[config.mk]
export PLATFORM = sky130hd
export DESIGN_NAME = pbd_power_budget_regs
export DESIGN_NICKNAME = d
export VERILOG_FILES = /design/src/common/pbd_pkg.sv /design/src/verilog/pbd_power_budget_regs.sv
export VERILOG_INCLUDE_DIRS = /design/src /design/src/common
export SDC_FILE = /design/constraint.sdc
export NUM_CORES = 1
export LEC_CHECK = 0
export BUFFER_PORTS_ARGS = -buffer_cell sky130_fd_sc_hd__buf_2
export CORE_MARGIN = 5
export CORE_UTILIZATION = 62
export DETAILED_ROUTE_END_ITERATION = 8
export GPL_TIMING_DRIVEN = 1
export MAX_ROUTING_LAYER = met4
export PLACE_DENSITY = 0.91
export SYNTH_ARGS = -nofsm -noshare
export SYNTH_HDL_FRONTEND = slang
export SYNTH_SLANG_ARGS = --single-unit
[constraint.sdc]
create_clock -name clk_i -period 2.2 [get_ports clk_i]
set_input_delay 0.11 -clock clk_i [delete_from_list [all_inputs] [get_ports clk_i]]
set_output_delay 0.11 -clock clk_i [all_outputs]
set_load 0.02 [all_outputs]
[src/common/pbd_consts.svh]
`ifndef PBD_CONSTS_SVH
`define PBD_CONSTS_SVH

// register byte offsets
`define PBD_OFF_SELECT 12'h284
`define PBD_OFF_READOUT 12'h288
`define PBD_OFF_CAP_FLAGS 12'h28C
`define PBD_OFF_VALUE_BASE 12'h300
`define PBD_OFF_VALUE_LAST 12'h31C
`define PBD_OFF_SW_CONTROL 12'h404
`define PBD_OFF_SW_STATUS 12'h400

// field positions
`define PBD_SEL_MSB 7
`define PBD_SA_BIT 0
`define PBD_UNLOCK_BIT 0
`define PBD_MODE_MSB 3
`define PBD_CCLK_BIT 5

// reset values and value entry count
`define PBD_SELECT_RST 8'h00
`define PBD_SA_RST 1'b0
`define PBD_UNLOCK_RST 1'b0
`define PBD_VALUE_RST 32'h0000_0000
`define PBD_NUM_VALUES 8

`endif

[src/common/pbd_pkg.sv]
package pbd_pkg;

    typedef struct packed {
        logic [11:0] adr;
        logic [31:0] dat;
        logic [3:0] sel;
        logic we;
        logic cyc;
        logic stb;
    } pbd_wb_req_t;

    typedef struct packed {
        logic [31:0] dat;
        logic ack;
    } pbd_wb_rsp_t;

    typedef struct packed {
        logic [3:0] operating_mode_code;
        logic downstream_common_clock;
    } pbd_strap_t;

endpackage

[src/verilog/pbd_power_budget_regs.sv]
`timescale 1ns/10ps
`include "pbd_consts.svh"

// Overview of operation
// - readout returns value entry picked by select
// - out-of-range select reads readout as zero
// - select is bits 7:0, above 7 zero
// - capability bit 0 is system allocated flag
// - eight 32-bit value entries from 0x300
// - value entries writable only while unlocked
// - status bits 3:0 report strapped mode
// - status bit 5 holds sampled common clock

module pbd_power_budget_regs
#(
    parameter int NUM_VALUES = `PBD_NUM_VALUES
)
(
    // clock and reset
    input wire logic clk_i,
    input wire logic rst_i,
    // configuration pins, followed during fundamental reset and held from its release
    input wire logic fundamental_reset_n_i,
    input wire pbd_pkg::pbd_strap_t strap_i,
    // wishbone slave
    input wire pbd_pkg::pbd_wb_req_t wb_req_i,
    output pbd_pkg::pbd_wb_rsp_t wb_rsp_o,
    // state shown to the switch core
    output logic system_allocated_flag_o,
    output logic value_unlock_o
);
    import pbd_pkg::*;

    typedef struct packed {
        logic rst_n_s1;
        logic rst_n_s2;
        pbd_strap_t strap_s1;
        pbd_strap_t strap_s2;
        pbd_strap_t strap_held;
        logic [`PBD_SEL_MSB:0] value_select;
        logic system_allocated_flag;
        logic value_unlock;
        logic [NUM_VALUES-1:0][31:0] value_word;
        logic [31:0] rdata;
        logic ack;
    } pbd_state_t;

    pbd_state_t state_reg;
    pbd_state_t state_next;

    ////////////////////////////////////////////////////////////////////////
    // decode

    logic access;
    logic wr_stb;
    logic [31:0] wmask;
    logic value_hit;
    logic [2:0] value_idx;
    logic [31:0] readout;

    assign access = wb_req_i.cyc && wb_req_i.stb && !state_reg.ack;
    assign wr_stb = access && wb_req_i.we;
    assign value_hit = (wb_req_i.adr >= `PBD_OFF_VALUE_BASE)
        && (wb_req_i.adr <= `PBD_OFF_VALUE_LAST);
    assign value_idx = wb_req_i.adr[4:2];

    genvar gb;
    generate
        for (gb = 0; gb < 4; gb++)
        begin : g_mask
            assign wmask[gb*8 +: 8] = {8{wb_req_i.sel[gb]}};
        end
    endgenerate

    ////////////////////////////////////////////////////////////////////////
    // value entries, one write path per entry

    logic [NUM_VALUES-1:0] entry_we;
    logic [NUM_VALUES-1:0][31:0] entry_next;

    genvar ge;
    generate
        for (ge = 0; ge < NUM_VALUES; ge++)
        begin : g_entry
            // locked entries silently drop the write but still ack
            assign entry_we[ge] = wr_stb && value_hit
                && (value_idx == 3'(ge)) && state_reg.value_unlock;
            assign entry_next[ge] = entry_we[ge]
                ? ((state_reg.value_word[ge] & ~wmask)
                | (wb_req_i.dat & wmask))
                : state_reg.value_word[ge];
        end
    endgenerate

    // only the low three select bits can name an entry; any higher bit set
    // means the index is past the array
    always_comb
    begin
        if (state_reg.value_select < 8'(NUM_VALUES))
        begin
            readout = state_reg.value_word[state_reg.value_select[2:0]];
        end
        else
        begin
            readout = 32'h0000_0000;
        end
    end

    ////////////////////////////////////////////////////////////////////////
    // next state

    always_comb
    begin
        state_next = state_reg;
        state_next.rst_n_s1 = fundamental_reset_n_i;
        state_next.rst_n_s2 = state_reg.rst_n_s1;
        state_next.strap_s1 = strap_i;
        state_next.strap_s2 = state_reg.strap_s1;
        // straps are followed while reset is low and frozen at release,
        // trusting the board to keep them static afterwards
        if (!state_reg.rst_n_s2)
        begin
            state_next.strap_held = state_reg.strap_s2;
        end
        state_next.ack = access;
        state_next.rdata = 32'h0000_0000;
        state_next.value_word = entry_next;
        if (access && !wb_req_i.we)
        begin
            unique case (wb_req_i.adr)
                `PBD_OFF_SELECT:
                    state_next.rdata = {24'h00_0000, state_reg.value_select};
                `PBD_OFF_READOUT:
                    state_next.rdata = readout;
                `PBD_OFF_CAP_FLAGS:
                    state_next.rdata = {31'h0000_0000,
                        state_reg.system_allocated_flag};
                `PBD_OFF_SW_CONTROL:
                    state_next.rdata = {31'h0000_0000,
                        state_reg.value_unlock};
                `PBD_OFF_SW_STATUS:
                    state_next.rdata = {26'h000_0000,
                        state_reg.strap_held.downstream_common_clock, 1'b0,
                        state_reg.strap_held.operating_mode_code};
                default:
                begin
                    if (value_hit)
                    begin
                        state_next.rdata = state_reg.value_word[value_idx];
                    end
                end
            endcase
        end
        if (wr_stb)
        begin
            unique case (wb_req_i.adr)
                `PBD_OFF_SELECT:
                begin
                    if (wb_req_i.sel[0])
                    begin
                        state_next.value_select = wb_req_i.dat[7:0];
                    end
                end
                `PBD_OFF_CAP_FLAGS:
                begin
                    if (wb_req_i.sel[0])
                    begin
                        state_next.system_allocated_flag =
                            wb_req_i.dat[`PBD_SA_BIT];
                    end
                end
                `PBD_OFF_SW_CONTROL:
                begin
                    if (wb_req_i.sel[0])
                    begin
                        state_next.value_unlock =
                            wb_req_i.dat[`PBD_UNLOCK_BIT];
                    end
                end
                default:
                begin
                    // value entries are written through g_entry
                end
            endcase
        end
    end

    ////////////////////////////////////////////////////////////////////////
    // registers

    always_ff @(posedge clk_i)
    begin
        if (rst_i)
        begin
            state_reg <= '0;
            state_reg.value_select <= `PBD_SELECT_RST;
            state_reg.system_allocated_flag <= `PBD_SA_RST;
            state_reg.value_unlock <= `PBD_UNLOCK_RST;
            state_reg.value_word <= {NUM_VALUES{`PBD_VALUE_RST}};
        end
        else
        begin
            state_reg <= state_next;
        end
    end

    assign wb_rsp_o.dat = state_reg.rdata;
    assign wb_rsp_o.ack = state_reg.ack;
    assign system_allocated_flag_o = state_reg.system_allocated_flag;
    assign value_unlock_o = state_reg.value_unlock;

endmodule
==> run_summary.xml <==
<?xml version="1.0" encoding="UTF-8"?>
<metrics>
  <group name="logic_synthesis">
    <metric name="synthArstFlopShare" unit="">0</metric>
    <metric name="synth_warnings" unit="">0</metric>
    <metric name="synth.top_cells.by_area" unit="">sky130_fd_sc_hd__dfxtp_1, sky130_fd_sc_hd__mux2i_1, sky130_fd_sc_hd__mux4_2, sky130_fd_sc_hd__nand2b_1, sky130_fd_sc_hd__buf_4</metric>
    <metric name="postSynthRegisterBits" unit="">316</metric>
    <metric name="yosys-top-cells-count" unit="">sky130_fd_sc_hd__mux2i_1, sky130_fd_sc_hd__dfxtp_1, sky130_fd_sc_hd__nand2b_1, sky130_fd_sc_hd__mux4_2, sky130_fd_sc_hd__clkbuf_1</metric>
    <metric name="syn-instance-count" unit="">1425</metric>
    <metric name="ys_seq_area_frac" unit="">0.386</metric>
    <metric name="yosysTopAreaCellShare" unit="">0.386</metric>
    <metric name="synth_nets" unit="">1484</metric>
    <metric name="post_synthesis_cell_type_count" unit="">50</metric>
    <metric name="synthFlopType" unit="">sky130_fd_sc_hd__dfxtp_1</metric>
    <metric name="synth_enable_flop_cells" unit="">0</metric>
    <metric name="syn-mean-instance-area" unit="um2">11.5</metric>
    <metric name="synthesis.area" unit="mm2">0.0164</metric>
    <metric name="cell_taking_the_most_area_after_synthesis" unit="">sky130_fd_sc_hd__dfxtp_1</metric>
    <metric name="synth.most_common_cell" unit="">sky130_fd_sc_hd__mux2i_1</metric>
  </group>
  <group name="grt">
    <metric name="antenna_found_initial" unit="">1</metric>
    <metric name="globalRoute.busiestLayer" unit="">met2</metric>
    <metric name="global_route_wire_length_before_repair" unit="um">65100</metric>
    <metric name="track_usage" unit="">0.284</metric>
    <metric name="first_global_vias" unit="">12100</metric>
    <metric name="overflow" unit="">0</metric>
    <metric name="grt_start_max_net_pins" unit="">161</metric>
    <metric name="grt_util_met3" unit="">0.0428</metric>
    <metric name="use_met2" unit="">0.459</metric>
    <metric name="met1_usage" unit="">0.372</metric>
  </group>
  <group name="clocking">
    <metric name="ctsRootBufferMaster" unit="">sky130_fd_sc_hd__clkbuf_16</metric>
    <metric name="clock_latency" unit="ps">500</metric>
    <metric name="tritoncts.num_buffers" unit="">36</metric>
    <metric name="cts_htree_levels" unit="">2</metric>
    <metric name="clock_sinks" unit="">316</metric>
    <metric name="cts.path.max_buffers" unit="">3</metric>
    <metric name="clkTransAtPathRegs" unit="ps">60</metric>
    <metric name="cts_tree" unit="">built</metric>
  </group>
  <group name="timing">
    <metric name="worst_clock_skew" unit="ps">9.28</metric>
    <metric name="final.setup.tns" unit="ps">0</metric>
    <metric name="report.final.hold_viol_count" unit="">0</metric>
    <metric name="finalMaxSlewViolations" unit="">0</metric>
    <metric name="maxClockFrequency" unit="MHz">477</metric>
    <metric name="setup_repair_after_global_routing_missed_its_margin" unit="">false</metric>
    <metric name="period_needed" unit="ps">2100</metric>
    <metric name="setup-violations-final" unit="">0</metric>
    <metric name="layout_worst_path_cycle_share" unit="">0.952</metric>
    <metric name="worst-slew-pin-transition" unit="ps">583</metric>
    <metric name="worst_slew_margin_relative_to_its_limit" unit="">0.611</metric>
    <metric name="hold_ws" unit="ps">50.8</metric>
    <metric name="worst_setup_slack_after_layout" unit="ps">105</metric>
  </group>
  <group name="power">
    <metric name="vdd_drop_max" unit="uV">515</metric>
    <metric name="p_per_area" unit="mW/mm2">667</metric>
    <metric name="power.static_leakage" unit="nW">8.10</metric>
  </group>
  <group name="layout">
    <metric name="final_cells" unit="">1822</metric>
    <metric name="final_layout_size_suffix_gt1_frac" unit="">0.250</metric>
    <metric name="area_growth_syn_to_layout" unit="%">11.7</metric>
    <metric name="fin_util" unit="">0.702</metric>
    <metric name="design.final.nets" unit="">1521</metric>
  </group>
  <group name="floorplanning">
    <metric name="initial_core_util" unit="">0.628</metric>
    <metric name="die-area" unit="mm2">0.0298</metric>
    <metric name="core-area" unit="mm2">0.0261</metric>
    <metric name="floorplan.die.height" unit="um">172</metric>
    <metric name="num_io_pins" unit="">94</metric>
    <metric name="num_rows" unit="">59</metric>
    <metric name="die_x" unit="um">172</metric>
  </group>
  <group name="setup_path">
    <metric name="crit_slowest_cell" unit="">sky130_fd_sc_hd__nand2_1</metric>
    <metric name="cp.required" unit="ps">2620</metric>
    <metric name="cp_common_cell" unit="">sky130_fd_sc_hd__buf_4</metric>
    <metric name="timing.critical_path.to_type" unit="">flop</metric>
    <metric name="startpoint_type" unit="">flop</metric>
    <metric name="worst-endpoint-arrival" unit="ps">2510</metric>
    <metric name="r2r.worst_path.cells" unit="">6</metric>
    <metric name="critPathBufInv" unit="">2</metric>
    <metric name="timing.reg2reg.setup_slack" unit="ps">100</metric>
    <metric name="cpPeakStageDelay" unit="ps">350</metric>
    <metric name="critical-path-top-delay-family" unit="">simple AND/OR/NAND/NOR gates</metric>
    <metric name="cp_cell_sequence" unit="">nand4b_1, buf_4, nor4_1, buf_4, nand2_1, mux2i_1</metric>
    <metric name="critical_path.max_fanout" unit="">8</metric>
    <metric name="critPathKind" unit="">reg -&gt; reg</metric>
    <metric name="regToRegStartpoint" unit="">wb_rsp_o[0]</metric>
  </group>
  <group name="route">
    <metric name="wl_per_cell" unit="um">22.3</metric>
    <metric name="drt_pass1_iterations" unit="">5</metric>
    <metric name="routed_vias_inst" unit="">6.38</metric>
    <metric name="remaining_drc_errors" unit="">0</metric>
    <metric name="vias" unit="">11600</metric>
    <metric name="antenna_violating_nets_post_route" unit="">0</metric>
    <metric name="drt-total-wl" unit="um">40600</metric>
    <metric name="drtIter0Drc" unit="">1178</metric>
  </group>
  <group name="place">
    <metric name="place.gp.congestion" unit="">0.948</metric>
    <metric name="post-place-cells" unit="">1744</metric>
    <metric name="io_buffer_count" unit="">93</metric>
    <metric name="place_worst_setup_slack" unit="ps">64.3</metric>
    <metric name="hpwlAfterDp" unit="um">25400</metric>
  </group>
  <group name="status">
    <metric name="status" unit="">complete, no violations</metric>
  </group>
  <group name="run">
    <metric name="drv.max_cap_violation_count" unit="">0</metric>
  </group>
  <group name="hold_path">
    <metric name="hold-path-cell-count" unit="">3</metric>
    <metric name="worstHoldStart" unit="">wb_req_i[19]</metric>
    <metric name="hold_path.class" unit="">in -&gt; reg</metric>
  </group>
</metrics>
## layout make-up
cell class                      instances  area [um2]
Clock inverter                         11        87.6
Antenna cell                            1        2.50
Multi-Input combinational cell        942        9230
Inverter                                8        30.0
Clock buffer                           51        1080
Tap cell                              335         419
Fill cell                            1763        7780
Sequential cell                       316        6330
Timing Repair Buffer                  158        1100
## metal layers
layer,share of wire,vias up
li1,-,5173
met1,0.40,5826
met2,0.49,533
met3,0.084,88
met4,0.030,0
met5,0,-
## how the worst max path moves through the flow
| stage | from | to | slack [ps] | depth (start not counted) |
|---|---|---|---|---|
| 4_1_cts | value_unlock_o | flop | 110 | 5 |
| 6_report | wb_rsp_o[0] | flop | 100 | 6 |
| 3_5_place_dp | wb_req_i[41] | flop | 60 | 6 |
| 5_1_grt | wb_rsp_o[0] | flop | 30 | 6 |
| 2_1_floorplan | value_unlock_o | flop | 270 | 5 |
| 3_3_place_gp | wb_req_i[41] | flop | 110 | 6 |
## cell usage in the layout, fill, tap and decap left out, types with 7 or more instances in the layout
cell / count
sky130_fd_sc_hd__inv_1: 7
sky130_fd_sc_hd__clkinv_2: 7
sky130_fd_sc_hd__nand2b_1: 294
sky130_fd_sc_hd__buf_12: 8
sky130_fd_sc_hd__mux4_2: 126
sky130_fd_sc_hd__nand3_1: 21
sky130_fd_sc_hd__clkbuf_8: 10
sky130_fd_sc_hd__buf_4: 44
sky130_fd_sc_hd__nor2b_1: 18
sky130_fd_sc_hd__a21oi_1: 14
sky130_fd_sc_hd__buf_2: 90
sky130_fd_sc_hd__nor2_1: 11
sky130_fd_sc_hd__nor3_1: 8
sky130_fd_sc_hd__mux2_2: 10
sky130_fd_sc_hd__dlygate4sd3_1: 15
sky130_fd_sc_hd__o21ai_0: 10
sky130_fd_sc_hd__clkbuf_16: 37
sky130_fd_sc_hd__nand2_1: 12
sky130_fd_sc_hd__nand2_2: 14
sky130_fd_sc_hd__dfxtp_1: 314
sky130_fd_sc_hd__mux2i_1: 322
sky130_fd_sc_hd__o22ai_1: 28
## metrics by stage
step	cell area (um2)	total power, W
5_1_grt	18300	0.0125
2_1_floorplan	16400	0.00626
3_5_place_dp	17000	0.00642
4_1_cts	18300	0.0122
3_3_place_gp	17000	0.00641
6_report	18300	0.0122
## report_power, final
group	switching (W)	leakage, nW	internal, W
combinational	0.000329	4.97	0.000257
sequential	0.00000563	2.55	0.00573
clock	0.00234	0.575	0.00352
total	0.00268	8.10	0.00951
## worst min-delay path, cell delays in order
cell                       delay, ps
sky130_fd_sc_hd__buf_2            70
sky130_fd_sc_hd__nand2b_1        160
sky130_fd_sc_hd__mux2i_1         160
## logic make-up after synthesis
| family | share of synthesized area |
|---|---|
| AO/OA/AOI/OAI | 0.0244 |
| multiplexers | 0.377 |
| flip-flops | 0.386 |
| AND/OR/NAND/NOR | 0.162 |
| buffers and inverters | 0.0504 |
## repair_timing
item	CTS	global route
setup endpoints to repair	0	3
hold buffers	15	0
gates resized for setup	0	1
setup buffers	0	0
hold endpoints to repair	16	0
Note: power is estimated with default switching activity, not from simulation.
